==> src/hw/crrs_cfg.svh <==
// constants for the return, rotate, subtract and sleep executor
`ifndef CRRS_CFG_SVH
`define CRRS_CFG_SVH

// ****************************************
// register byte offsets
// ****************************************
`define CRRS_OFS_INSTR 12'h000
`define CRRS_OFS_WREG 12'h004
`define CRRS_OFS_STATUS 12'h008
`define CRRS_OFS_PC 12'h00C
`define CRRS_OFS_STACK 12'h010
`define CRRS_OFS_FADDR 12'h014
`define CRRS_OFS_FDATA 12'h018
`define CRRS_OFS_WDOG 12'h01C
`define CRRS_OFS_CTRL 12'h020

// ****************************************
// field positions
// ****************************************
`define CRRS_INSTR_OP_MSB 15
`define CRRS_INSTR_OP_LSB 12
`define CRRS_INSTR_DEST_BIT 8
`define CRRS_STAT_BUSY_BIT 8
`define CRRS_STAT_SLEEP_BIT 9
`define CRRS_STACK_DEPTH_LSB 16
`define CRRS_CTRL_WAKE_BIT 0

// ****************************************
// reset values
// ****************************************
`define CRRS_RST_BYTE 8'h00
`define CRRS_RST_FLAG 1'b0
`define CRRS_RST_NFLAG 1'b1
`define CRRS_RST_INSTR 16'h0000

// ****************************************
// timing counts, in clocks and instruction cycles
// ****************************************
`define CRRS_CLKS_PER_CYC 4
`define CRRS_CYC_SINGLE 1
`define CRRS_CYC_RETURN 2

`endif

==> src/hw/crrs_pkg.sv <==
// types shared by the executor and its arithmetic unit
package crrs_pkg;

  // ****************************************
  // operation codes held in the instruction register
  // ****************************************
  typedef enum logic [3:0] {
    OP_NOP = 4'h0,
    OP_RETURN = 4'h1,
    OP_ROTL = 4'h2,
    OP_ROTR = 4'h3,
    OP_SUBLIT = 4'h4,
    OP_SUBFILE = 4'h5,
    OP_SLEEP = 4'h6
  } crrs_op_t;

  // ****************************************
  // executor states
  // ****************************************
  typedef enum logic [1:0] {
    ST_IDLE = 2'b00,
    ST_BUSY = 2'b01,
    ST_SLEEP = 2'b10
  } crrs_state_t;

  // status flags, power flags active low
  typedef struct packed {
    logic timeout_status_bit;
    logic powerdown_status_bit;
    logic zero_flag;
    logic digit_carry_flag;
    logic carry_flag;
  } crrs_status_t;

  // arithmetic result with its flags
  typedef struct packed {
    logic [7:0] result;
    logic carry;
    logic digit_carry;
    logic zero;
  } crrs_alu_res_t;

endpackage : crrs_pkg

==> src/hw/crrs_alu.sv <==
// rotate and subtract datapath
`timescale 1ns/100ps
module crrs_alu
  import crrs_pkg::*;
(
  input wire crrs_op_t op,
  input wire logic [7:0] file_val,
  input wire logic [7:0] w_val,
  input wire logic [7:0] lit_val,
  input wire logic carry_in,
  output crrs_alu_res_t res
);

  logic [8:0] diff; // minuend minus w, bit 8 is the borrow
  logic [4:0] ndiff; // low nibble difference
  logic [7:0] minuend; // literal or file operand

  // ****************************************
  // combinational datapath
  // ****************************************
  always_comb begin
    minuend = (op == OP_SUBLIT) ? lit_val : file_val;
    diff = {1'b0, minuend} - {1'b0, w_val};
    ndiff = {1'b0, minuend[3:0]} - {1'b0, w_val[3:0]};
    res.result = file_val;
    res.carry = carry_in;
    res.digit_carry = 1'b0;
    res.zero = 1'b0;
    case (op)
      // msb to carry, carry to lsb
      OP_ROTL: begin
        res.result = {file_val[6:0], carry_in};
        res.carry = file_val[7];
      end
      // lsb to carry, carry to msb
      OP_ROTR: begin
        res.result = {carry_in, file_val[7:1]};
        res.carry = file_val[0];
      end
      OP_SUBLIT, OP_SUBFILE: begin
        res.result = diff[7:0];
        // carry means no borrow
        res.carry = ~diff[8];
        res.digit_carry = ~ndiff[4];
        res.zero = (diff[7:0] == 8'h00);
      end
      default: begin
        res.result = file_val;
      end
    endcase
  end

endmodule : crrs_alu

==> src/hw/crrs_core.sv <==
// executor for return, rotate, subtract, sleep and no-op with an apb register port
//
// Chosen here: the APB interface to the registers and the placing of the registers.
`timescale 1ns/100ps
`include "crrs_cfg.svh"
module crrs_core
  import crrs_pkg::*;
#(
  parameter int PC_W = 13,
  parameter int STACK_DEPTH = 8,
  parameter int FILE_DEPTH = 128
) (
  input wire logic pclk,
  input wire logic presetn,
  input wire logic [11:0] paddr,
  input wire logic psel,
  input wire logic penable,
  input wire logic pwrite,
  input wire logic [31:0] pwdata,
  output logic [31:0] prdata,
  output logic pready,
  output logic pslverr,
  input wire logic wake_req,
  output logic osc_halt
);

  localparam int SP_W = $clog2(STACK_DEPTH);
  localparam int FA_W = $clog2(FILE_DEPTH);
  localparam int CNT_W = 4;

  // ****************************************
  // elaboration checks
  // ****************************************
  if (PC_W < 8 || PC_W > 16) begin : g_bad_pc
    $error("crrs_core: PC_W must lie in 8..16");
  end
  if (STACK_DEPTH < 2 || (1 << SP_W) != STACK_DEPTH) begin : g_bad_stack
    $error("crrs_core: STACK_DEPTH must be a power of two");
  end
  if (FILE_DEPTH < 2 || FILE_DEPTH > 128 || (1 << FA_W) != FILE_DEPTH) begin : g_bad_file
    $error("crrs_core: FILE_DEPTH must be a power of two up to 128");
  end

  // ****************************************
  // state
  // ****************************************
  crrs_state_t state_ff, nxt_state; // executor state
  logic [CNT_W-1:0] cnt_ff, nxt_cnt; // clocks left in instruction
  logic [15:0] instr_ff, nxt_instr; // last issued instruction
  logic [7:0] w_ff, nxt_w; // working register
  crrs_status_t stat_ff, nxt_stat; // arithmetic and power flags
  logic [PC_W-1:0] pc_ff, nxt_pc; // program counter
  logic [SP_W-1:0] sp_ff, nxt_sp; // next free stack slot
  logic [SP_W:0] depth_ff, nxt_depth; // entries held, saturating
  logic [FA_W-1:0] faddr_ff, nxt_faddr; // file pointer for software
  logic [7:0] wdog_ff, nxt_wdog; // watchdog_counter
  logic [7:0] presc_ff, nxt_presc; // watchdog prescaler
  logic [31:0] rdata_ff, nxt_rdata; // read data captured in setup
  logic [PC_W-1:0] stack_mem [STACK_DEPTH]; // hardware stack
  logic [7:0] file_mem [FILE_DEPTH]; // file registers

  // memory write ports
  logic stk_we; // stack push from software
  logic [PC_W-1:0] stk_wdata; // pushed return address
  logic fm_we; // file register write
  logic [FA_W-1:0] fm_waddr; // file register address
  logic [7:0] fm_wdata; // file register data

  // ****************************************
  // decode of bus and instruction
  // ****************************************
  logic wr_acc; // write access completes this edge
  logic rd_setup; // read setup phase, capture data
  logic addr_ok; // address maps to a register
  crrs_op_t cur_op; // op field of written instruction
  logic dest_file; // destination select bit
  logic [FA_W-1:0] op_faddr; // file operand address
  logic [7:0] op_lit; // literal operand
  logic [7:0] op_fval; // file operand value
  logic [PC_W-1:0] stack_top_entry; // value a return will load
  crrs_alu_res_t alu_res; // datapath result
  logic issue; // instruction accepted this edge

  assign wr_acc = psel & penable & pwrite;
  assign rd_setup = psel & ~penable & ~pwrite;
  assign cur_op = crrs_op_t'(pwdata[`CRRS_INSTR_OP_MSB:`CRRS_INSTR_OP_LSB]);
  assign dest_file = pwdata[`CRRS_INSTR_DEST_BIT];
  assign op_faddr = pwdata[FA_W-1:0];
  assign op_lit = pwdata[7:0];
  assign op_fval = file_mem[op_faddr];
  assign stack_top_entry = stack_mem[sp_ff - SP_W'(1)];
  // instructions are taken only while idle; others are dropped
  assign issue = wr_acc && (paddr == `CRRS_OFS_INSTR) && (state_ff == ST_IDLE);

  // address map check
  always_comb begin
    case (paddr)
      `CRRS_OFS_INSTR, `CRRS_OFS_WREG, `CRRS_OFS_STATUS, `CRRS_OFS_PC, `CRRS_OFS_STACK,
      `CRRS_OFS_FADDR, `CRRS_OFS_FDATA, `CRRS_OFS_WDOG, `CRRS_OFS_CTRL: begin
        addr_ok = 1'b1;
      end
      default: begin
        addr_ok = 1'b0;
      end
    endcase
  end

  // zero wait state; error only for unmapped words
  assign pready = 1'b1;
  assign pslverr = psel & penable & ~addr_ok;
  assign prdata = rdata_ff;
  // oscillator stays stopped for the whole sleep
  assign osc_halt = (state_ff == ST_SLEEP);

  // ****************************************
  // arithmetic unit
  // ****************************************
  crrs_alu crrs_alu_i (
    .op(cur_op),
    .file_val(op_fval),
    .w_val(w_ff),
    .lit_val(op_lit),
    .carry_in(stat_ff.carry_flag),
    .res(alu_res)
  );

  // ****************************************
  // next state of executor and registers
  // ****************************************
  always_comb begin
    nxt_state = state_ff;
    nxt_cnt = cnt_ff;
    nxt_instr = instr_ff;
    nxt_w = w_ff;
    nxt_stat = stat_ff;
    nxt_pc = pc_ff;
    nxt_sp = sp_ff;
    nxt_depth = depth_ff;
    nxt_faddr = faddr_ff;
    stk_we = 1'b0;
    stk_wdata = pwdata[PC_W-1:0];
    fm_we = 1'b0;
    fm_waddr = faddr_ff;
    fm_wdata = pwdata[7:0];
    // watchdog runs free from its prescaler
    nxt_presc = presc_ff + 8'h01;
    nxt_wdog = (presc_ff == 8'hFF) ? wdog_ff + 8'h01 : wdog_ff;

    // countdown of the running instruction
    case (state_ff)
      ST_IDLE: begin
        nxt_cnt = cnt_ff;
      end
      ST_BUSY: begin
        if (cnt_ff == '0) begin
          nxt_state = ST_IDLE;
        end else begin
          nxt_cnt = cnt_ff - CNT_W'(1);
        end
      end
      ST_SLEEP: begin
        // wake by pin or by software
        if (wake_req || (wr_acc && paddr == `CRRS_OFS_CTRL && pwdata[`CRRS_CTRL_WAKE_BIT])) begin
          nxt_state = ST_IDLE;
        end
      end
      default: begin
        nxt_state = ST_IDLE;
      end
    endcase

    // software writes to plain registers
    if (wr_acc) begin
      case (paddr)
        `CRRS_OFS_WREG: begin
          nxt_w = pwdata[7:0];
        end
        `CRRS_OFS_STATUS: begin
          // power flags are read only
          nxt_stat.carry_flag = pwdata[0];
          nxt_stat.digit_carry_flag = pwdata[1];
          nxt_stat.zero_flag = pwdata[2];
        end
        `CRRS_OFS_PC: begin
          nxt_pc = pwdata[PC_W-1:0];
        end
        `CRRS_OFS_STACK: begin
          // push wraps over the oldest entry when full
          stk_we = 1'b1;
          nxt_sp = sp_ff + SP_W'(1);
          if (depth_ff != (SP_W+1)'(STACK_DEPTH)) begin
            nxt_depth = depth_ff + (SP_W+1)'(1);
          end
        end
        `CRRS_OFS_FADDR: begin
          nxt_faddr = pwdata[FA_W-1:0];
        end
        `CRRS_OFS_FDATA: begin
          fm_we = 1'b1;
        end
        default: begin
          nxt_faddr = faddr_ff;
        end
      endcase
    end

    // execution of an accepted instruction
    if (issue) begin
      nxt_instr = pwdata[15:0];
      nxt_state = ST_BUSY;
      nxt_cnt = CNT_W'(`CRRS_CYC_SINGLE * `CRRS_CLKS_PER_CYC - 1);
      nxt_pc = pc_ff + PC_W'(1);
      case (cur_op)
        OP_RETURN: begin
          nxt_pc = stack_top_entry;
          nxt_sp = sp_ff - SP_W'(1);
          if (depth_ff != '0) begin
            nxt_depth = depth_ff - (SP_W+1)'(1);
          end
          nxt_cnt = CNT_W'(`CRRS_CYC_RETURN * `CRRS_CLKS_PER_CYC - 1);
        end
        OP_ROTL, OP_ROTR, OP_SUBFILE: begin
          if (dest_file) begin
            fm_we = 1'b1;
            fm_waddr = op_faddr;
            fm_wdata = alu_res.result;
          end else begin
            nxt_w = alu_res.result;
          end
          nxt_stat.carry_flag = alu_res.carry;
          if (cur_op == OP_SUBFILE) begin
            nxt_stat.digit_carry_flag = alu_res.digit_carry;
            nxt_stat.zero_flag = alu_res.zero;
          end
        end
        OP_SUBLIT: begin
          nxt_w = alu_res.result;
          nxt_stat.carry_flag = alu_res.carry;
          nxt_stat.digit_carry_flag = alu_res.digit_carry;
          nxt_stat.zero_flag = alu_res.zero;
        end
        OP_SLEEP: begin
          nxt_stat.powerdown_status_bit = 1'b0;
          nxt_stat.timeout_status_bit = 1'b1;
          nxt_wdog = `CRRS_RST_BYTE;
          nxt_presc = `CRRS_RST_BYTE;
          nxt_state = ST_SLEEP;
        end
        default: begin
          nxt_cnt = CNT_W'(`CRRS_CYC_SINGLE * `CRRS_CLKS_PER_CYC - 1);
        end
      endcase
    end

    // read data is captured in the setup phase
    nxt_rdata = rdata_ff;
    if (rd_setup) begin
      nxt_rdata = 32'h0000_0000;
      case (paddr)
        `CRRS_OFS_INSTR: nxt_rdata[15:0] = instr_ff;
        `CRRS_OFS_WREG: nxt_rdata[7:0] = w_ff;
        `CRRS_OFS_STATUS: begin
          nxt_rdata[4:0] = {stat_ff.timeout_status_bit, stat_ff.powerdown_status_bit,
                            stat_ff.zero_flag, stat_ff.digit_carry_flag, stat_ff.carry_flag};
          nxt_rdata[`CRRS_STAT_BUSY_BIT] = (state_ff == ST_BUSY);
          nxt_rdata[`CRRS_STAT_SLEEP_BIT] = (state_ff == ST_SLEEP);
        end
        `CRRS_OFS_PC: nxt_rdata[PC_W-1:0] = pc_ff;
        `CRRS_OFS_STACK: begin
          nxt_rdata[PC_W-1:0] = stack_top_entry;
          nxt_rdata[`CRRS_STACK_DEPTH_LSB +: SP_W+1] = depth_ff;
        end
        `CRRS_OFS_FADDR: nxt_rdata[FA_W-1:0] = faddr_ff;
        `CRRS_OFS_FDATA: nxt_rdata[7:0] = file_mem[faddr_ff];
        `CRRS_OFS_WDOG: nxt_rdata[15:0] = {presc_ff, wdog_ff};
        default: nxt_rdata = 32'h0000_0000;
      endcase
    end
  end

  // ****************************************
  // control registers
  // ****************************************
  always_ff @(posedge pclk or negedge presetn) begin
    if (!presetn) begin
      state_ff <= ST_IDLE;
      cnt_ff <= '0;
      instr_ff <= `CRRS_RST_INSTR;
      w_ff <= `CRRS_RST_BYTE;
      stat_ff.carry_flag <= `CRRS_RST_FLAG;
      stat_ff.digit_carry_flag <= `CRRS_RST_FLAG;
      stat_ff.zero_flag <= `CRRS_RST_FLAG;
      stat_ff.powerdown_status_bit <= `CRRS_RST_NFLAG;
      stat_ff.timeout_status_bit <= `CRRS_RST_NFLAG;
      pc_ff <= '0;
      sp_ff <= '0;
      depth_ff <= '0;
      faddr_ff <= '0;
      wdog_ff <= `CRRS_RST_BYTE;
      presc_ff <= `CRRS_RST_BYTE;
      rdata_ff <= 32'h0000_0000;
    end else begin
      state_ff <= nxt_state;
      cnt_ff <= nxt_cnt;
      instr_ff <= nxt_instr;
      w_ff <= nxt_w;
      stat_ff <= nxt_stat;
      pc_ff <= nxt_pc;
      sp_ff <= nxt_sp;
      depth_ff <= nxt_depth;
      faddr_ff <= nxt_faddr;
      wdog_ff <= nxt_wdog;
      presc_ff <= nxt_presc;
      rdata_ff <= nxt_rdata;
    end
  end

  // ****************************************
  // stack and file storage, data only, no reset
  // ****************************************
  always_ff @(posedge pclk) begin
    if (stk_we) begin
      stack_mem[sp_ff] <= stk_wdata;
    end
    if (fm_we) begin
      file_mem[fm_waddr] <= fm_wdata;
    end
  end

endmodule : crrs_core

==> config.mk <==
export PLATFORM = sky130hd
export DESIGN_NAME = crrs_core
export DESIGN_NICKNAME = d
export VERILOG_FILES = /design/src/hw/crrs_pkg.sv /design/src/hw/crrs_alu.sv /design/src/hw/crrs_core.sv
export VERILOG_INCLUDE_DIRS = /design/src /design/src/hw
export SDC_FILE = /design/constraint.sdc
export NUM_CORES = 2
export LEC_CHECK = 0
export BUFFER_PORTS_ARGS = -buffer_cell sky130_fd_sc_hd__buf_2
export CAP_MARGIN = 20
export CORE_UTILIZATION = 50
export CTS_CLUSTER_SIZE = 25
export DETAILED_ROUTE_END_ITERATION = 8
export PLACE_DENSITY = 0.78
export REMOVE_ABC_BUFFERS = 1
export SYNTH_ARGS = -nofsm -noshare
export SYNTH_HDL_FRONTEND = slang
export SYNTH_SLANG_ARGS = --single-unit
==> constraint.sdc <==
create_clock -name pclk -period 9 [get_ports pclk]
set_input_delay 1.35 -clock pclk [delete_from_list [all_inputs] [get_ports pclk]]
set_output_delay 1.35 -clock pclk [all_outputs]
set_load 0.01 [all_outputs]
# Word-level counts from Yosys, hierarchy flattened
# Memory sizes are Yosys's and may differ from the RTL's.
# Index checks and enable logic that the tools add are counted.
[word_totals]
out_inout_bits = 35
n_memories = 2
reg_bits = 97
ramBits = 1128
elab_cells = 147
[op_classes]
bitwise = 10
eq_ne = 22
reduce_logical = 21
n_mux = 67
n_addsub = 10
[memory_table]
columns = ["memory", "words", "width", "rd", "rd_ports_with_merged_regs", "write_ports", "line", "rtl"]
rows = [
  ["file_mem", 128, 8, 2, 0, 1, "crrs_core.sv:60", "logic [7:0] file_mem [FILE_DEPTH];"],
  ["stack_mem", 8, 13, 1, 0, 1, "crrs_core.sv:59", "logic [PC_W-1:0] stack_mem [STACK_DEPTH];"],
]
[ops]
columns = ["op", "n"]
rows = [
  ["$mux W8", 13],
  ["$mux W13", 4],
  ["$eq A12 B5 Y1 const B", 4],
  ["$mux W4", 10],
  ["$pmux W5 S8", 1],
  ["$eq A12 B4 Y1 const B", 2],
  ["$mux W3", 8],
  ["$pmux W8 S3", 1],
  ["$mux W7", 3],
  ["$add A8 B1 Y8 const B", 2],
  ["$pmux W8 S2", 1],
  ["$pmux W2 S7", 1],
  ["$add A13 B1 Y13 const B", 1],
  ["$eq A12 B3 Y1 const B", 1],
  ["$eq A12 B6 Y1 const B", 1],
  ["$eq A4 B3 Y1 const B", 3],
  ["$logic_not A12 Y1", 1],
  ["$mux W1", 12],
  ["$mux W2", 6],
  ["$pmux W3 S2", 2],
  ["$pmux W3 S4", 1],
  ["$pmux W2 S5", 1],
  ["$reduce_or A9 Y1", 1],
  ["$sub A8 B8 Y9", 1],
  ["other kinds (30)", 49],
]

# Depth between registers and ports, before layout
[logic_depth]
ltp_word = 8
mapped_depth = 23

# Modules after synthesis
# From an unflattened synthesis, not the netlist that was laid out.
[hier_totals]
hier_cells = 3378
hier_area_um2 = 58508.6
[modules_own_cells]
columns = ["module", "seq_area_each_um2", "cells_per_inst", "n_inst", "area_per_inst_um2"]
rows = [
  ["crrs_core", 36301.1, 3243, 1, 57579.0],
  ["crrs_alu", 0.0, 135, 1, 929.6],
]

# Least setup slack after synthesis
# Ideal clock, no wire load.
[synth_timing]
kind = "input -> register"
startpoint = "input pwdata[0]"
endpoint = "memory file_mem[0][6] (data pin)"
path_stages = 20
required_ns = 8.108
setup_time_ns = 0.892
path_buffers = 4
arrival_ns = 8.456
slack_ns = -0.348
cell_sequence = "buf_2 -> buf_4 -> buf_4 -> buf_4 -> mux4_2 -> a31oi_1 -> o211ai_1 -> a31oi_1 -> o21ai_0 -> mux2i_1 -> ha_1 -> inv_1 -> fa_1 -> a21o_1 -> a21oi_1 -> o21ai_0 -> xor2_1 -> a22o_1 -> nor3_1 -> a21oi_1"
[synth_between]
elab_chain_cells = 7
[synth_lines]
columns = ["element", "line", "rtl"]
rows = [
  ["start, declared", "crrs_core.sv:19", "input wire logic [31:0] pwdata,"],
  ["$mem_v2 Z128 W8", "--", ""],
  ["$mux W8", "crrs_alu.sv:22", "minuend = (op == OP_SUBLIT) ? lit_val : file_val;"],
  ["$sub A8 B8 Y9", "crrs_alu.sv:23", "diff = {1'b0, minuend} - {1'b0, w_val};"],
  ["$pmux W8 S3 (*)", "crrs_alu.sv:29", "case (op)"],
  ["$mux W8 (*)", "crrs_core.sv:223", "if (dest_file) begin"],
  ["$mux W8 (*)", "crrs_core.sv:213", "case (cur_op)"],
  ["$mux W8 (*)", "crrs_core.sv:208", "if (issue) begin"],
  ["via fm_wdata[6]", "crrs_core.sv:67", "logic [7:0] fm_wdata;"],
  ["end, declared", "crrs_core.sv:60", ""],
]
# Mark *: on every way through the listed nets, which the timed path passes. The rest lies on a longest branch.

# Final worst setup path
[layout_timing]
startpoint = "input pwdata[4]"
endpoint = "memory file_mem[18][6] (data pin)"
# Same word-level chain as after synthesis.

==> key figures <==
Run status
  • Status: completed

Placed design
  • Post-DP Area: 0.0603 mm²
  • Port Buffers: 55
  • Final HPWL DP: 110 mm
  • Gpl congestion: 0.970
  • Placed cell count: 4769
  • Pre-CTS WS: 1.62 ns

Logic synthesis
  • Synth Register Bits: 1225
  • Synthesized cell area: 0.0582 mm²
  • Post-Syn Instances: 3339
  • EDFF count, synth: 1128
  • Compound-Gate Fraction of Synth Area: 4.70%
  • Main combinational cell family by area after synthesis: multiplexers
  • Most frequently used flop master after synthesis: edfxtp_1
  • Dominant cells by area after synthesis: edfxtp_1 58%, mux4_2 21%, dfrtp_1 4.1%, mux2i_1 2.4%, nor2_1 1.6%
  • Adder-cell area share of the yosys netlist: 0.421%
  • Synthesized area per cell: 17.4 µm²
  • Yosys cell types: 79
  • Post-Synth XOR/XNOR Area: 0.481%
  • Top-area cell type share of the netlist area: 58.2%
  • FFs w/ async S/R, synth: 7.92%
  • Register area share after synthesis: 62.4%
  • Cell type with the largest total area after synthesis: edfxtp_1
  • Synth Warn #: 0
  • Multiplexer share of the synthesized area: 24.2%
  • Post-Synth Simple-Gate Area: 5.39%

Global route
  • Largest net degree at the start of global routing: 129
  • Total track usage: 29.2%
  • Initial antenna violation count: 9
  • Vias in the first global route: 35.2k
  • First-pass GRT wire length: 245 mm
  • GRT Residual Overflow: 0

Worst setup path
  • CP peak stage delay: 0.87 ns
  • Crit Path Max Fanout: 128
  • Worst R2R Start: file_mem[7][1]$_DFFE_PP_
  • Arrival time worst endpoint: 7.66 ns
  • Worst setup EP type: flip-flop
  • CP delay by family, top: simple AND/OR/NAND/NOR gates
  • Worst path cell trace: buf_2 > buf_4 > nand2b_1 > nor2_1 > a22oi_1 > nand4_1 > mux2i_1 > nor2_1 > a211oi_1 > a21oi_1 > ha_1 > a21o_1 > a21oi_1 > o21ai_0 > xor2_1 > a22o_1 > nor3_1 > a21oi_4 > buf_12
  • Buf/Inv on CP: 3
  • CP Class: input port to flip-flop
  • Register-to-Register Path Depth: 17
  • Critical path startpoint category: input port
  • Slowest-stage cell, CP: nor2_1
  • Worst Path Required: 9.37 ns
  • Worst R2R Setup Slack: 3.06 ns
  • Terminus of the critical flop-to-flop path: file_mem[18][6]$_DFFE_PP_

STA
  • Final Setup Violations: 0
  • Max-slew violation count: 0
  • Measured slew at the worst slew-check pin: 1.36 ns
  • Setup slack after layout: 1.72 ns
  • FMAX: 137 MHz
  • Final Skew: 0.0319 ns
  • Tcrit/Tclk final: 80.9%
  • Max_slew headroom: 9.40%
  • Endpoints failing hold: 0
  • Unrepaired setup endpoints after global routing: false
  • Fin Hold WS: 0.472 ns
  • Post-route minimum period: 7.28 ns

Floorplan
  • Num rows: 124
  • Die W: 343 µm
  • Die height: 343 µm
  • IO Count: 85
  • Initial Util: 50.7%
  • Die Area: 0.118 mm²
  • Core area: 0.115 mm²

Detailed routing
  • Vias per cell: 7.13
  • Via count: 35.7k
  • Total Routed Length: 172 mm
  • Routed Antenna Nets: 0
  • Initial DRC count: 5828
  • Number of remaining DRC errors: 0
  • Routed wire per std cell: 34.3 µm
  • First-pass detailed-route iteration total: 6

Clock network
  • Clock Tree Root: clkbuf_16
  • Worst skew pair latency: 0.73 ns
  • Post-CTS Setup Repair Bufs: 0
  • CTS clk-pin slew, worst paths: 0.06 ns
  • CTS Buf Count: 117
  • H-tree depth: 3
  • Clock buffer depth: 3
  • Clock Sinks: 1225
  • Hold buffer count at cts: 0
  • CTS tree: yes
  • CTS resizes: 0

Job
  • MaxCap Viol Count: 0

Power and ir drop
  • Static leakage: 20.3 nW
  • Maximum vdd drop: 0.000170 V
  • PwrDens: 185 mW/mm²

Layout
  • Non-Filler Instances: 5008
  • Most frequent cells in the layout: 1128 x edfxtp_1, 554 x mux4_2, 250 x nor2_1, 186 x nand2_1, 137 x mux2i_1
  • Share of cells above drive strength 1: 28.0%
  • Fin area: 0.0642 mm²
  • Layout area overhead: 10.4%
  • Fillers: 8451
  • Most common cell after layout, fill and taps aside: edfxtp_1
  • Final net count: 3462

Hold path
  • Hold depth: 2
  • Hold Path Class: flip-flop to flip-flop
  • Worst Hold Launch: prdata[19]$_DFFE_PN0P_
  • Hold Path End: prdata[19]$_DFFE_PN0P_
per-stage QoR:
stage	TNS, ns	total power, mW	utilization [%]
detailed placement	0	7.04	52.5
floorplan	-1945.06	6.70	-
finish	0	11.9	56.0
CTS	0	11.9	55.8
global placement	0	7.03	52.5
global route	0	12.1	56.0
cells by family after synthesis:
kind of cell / after synthesis
xor gates and xnor gates: 32
and+or+nand+nor: 673
buffers and inverters: 277
adders and majority gates: 19
other: 2
AOI/OAI and AO/OA: 397
muxes: 714
DFF: 1225
sequential cells by signal (all words and copies together) (netlist names), 3 cells and up:
register and cells:
file_mem 1024, instr_ff 16, w_ff 8, stack_mem 104, stat_ff 4, prdata 20, faddr_ff 7, pc_ff 13
depth_ff 4, sp_ff 3, cnt_ff 4, presc_ff 8, wdog_ff 8
how the worst max path moves through the flow:
stage / cells past startpoint / endpoint / slack (ns) / startpoint
5_1_grt: 20 / file_mem[114][5]$_DFFE_PP_ / 1.83 / pwdata[2]
3_5_place_dp: 19 / file_mem[125][6]$_DFFE_PP_ / 1.62 / pwdata[2]
4_1_cts: 19 / file_mem[116][6]$_DFFE_PP_ / 2.33 / pwdata[2]
3_3_place_gp: 18 / file_mem[8][4]$_DFFE_PP_ / 1.63 / pwdata[0]
2_1_floorplan: 8 / prdata[5]$_DFFE_PN0P_ / -2.76 / faddr_ff[0]$_DFFE_PN0P_
6_report: 19 / file_mem[18][6]$_DFFE_PP_ / 1.72 / pwdata[4]
worst min-delay path, cell delays in order, from the launching register on:
cell and delay (ns):
dfrtp_1 0.34, nand2_1 0.05, nand2_1 0.05
cell usage after synthesis, drive strengths merged, types with 20 or more instances:
cell,number
a21oi,58
a221oi,38
a22oi,79
a31oi,26
and3,25
buf,135
clkbuf,117
dfrtp,96
edfxtp,1128
inv,22
mux2,23
mux2i,137
mux4,554
nand2,186
nand3,61
nor2,253
nor2b,20
nor3,24
o211ai,25
o21ai,64
o22ai,34
cell type report:
type / count / area, µm² / area share (%)
Inverter: 25 / 93.8 / 0.146
Sequential cell: 1225 / 36300 / 56.5
Multi-Input combinational cell: 1848 / 20700 / 32.2
Clock inverter: 80 / 739 / 1.15
Antenna cell: 4 / 10.0 / 0.0156
Clock buffer: 138 / 3080 / 4.80
Tap cell: 1512 / 1890 / 2.94
Timing Repair Buffer: 176 / 1430 / 2.23
layer usage:
metal / track usage [%] / wire length [µm] / up-vias / part of all wire (%)
met3: 9.83 / 26000 / 618 / 15
met5: 0 / 46 / - / 0.027
li1: - / - / 14000 / -
met1: 37.7 / 57300 / 18100 / 33
met4: 15.3 / 10800 / 6 / 6.3
met2: 44.0 / 77500 / 3021 / 45
report_power, final:
| group | switching [mW] | total (mW) | leakage, nW | internal (mW) |
|---|---|---|---|---|
| combinational | 0.478 | 0.717 | 7.03 | 0.239 |
| clock | 2.19 | 4.96 | 1.89 | 2.77 |
| sequential | 0.00821 | 6.23 | 11.4 | 6.22 |
| total | 2.68 | 11.9 | 20.3 | 9.23 |
(Power assumes the default switching activity.)
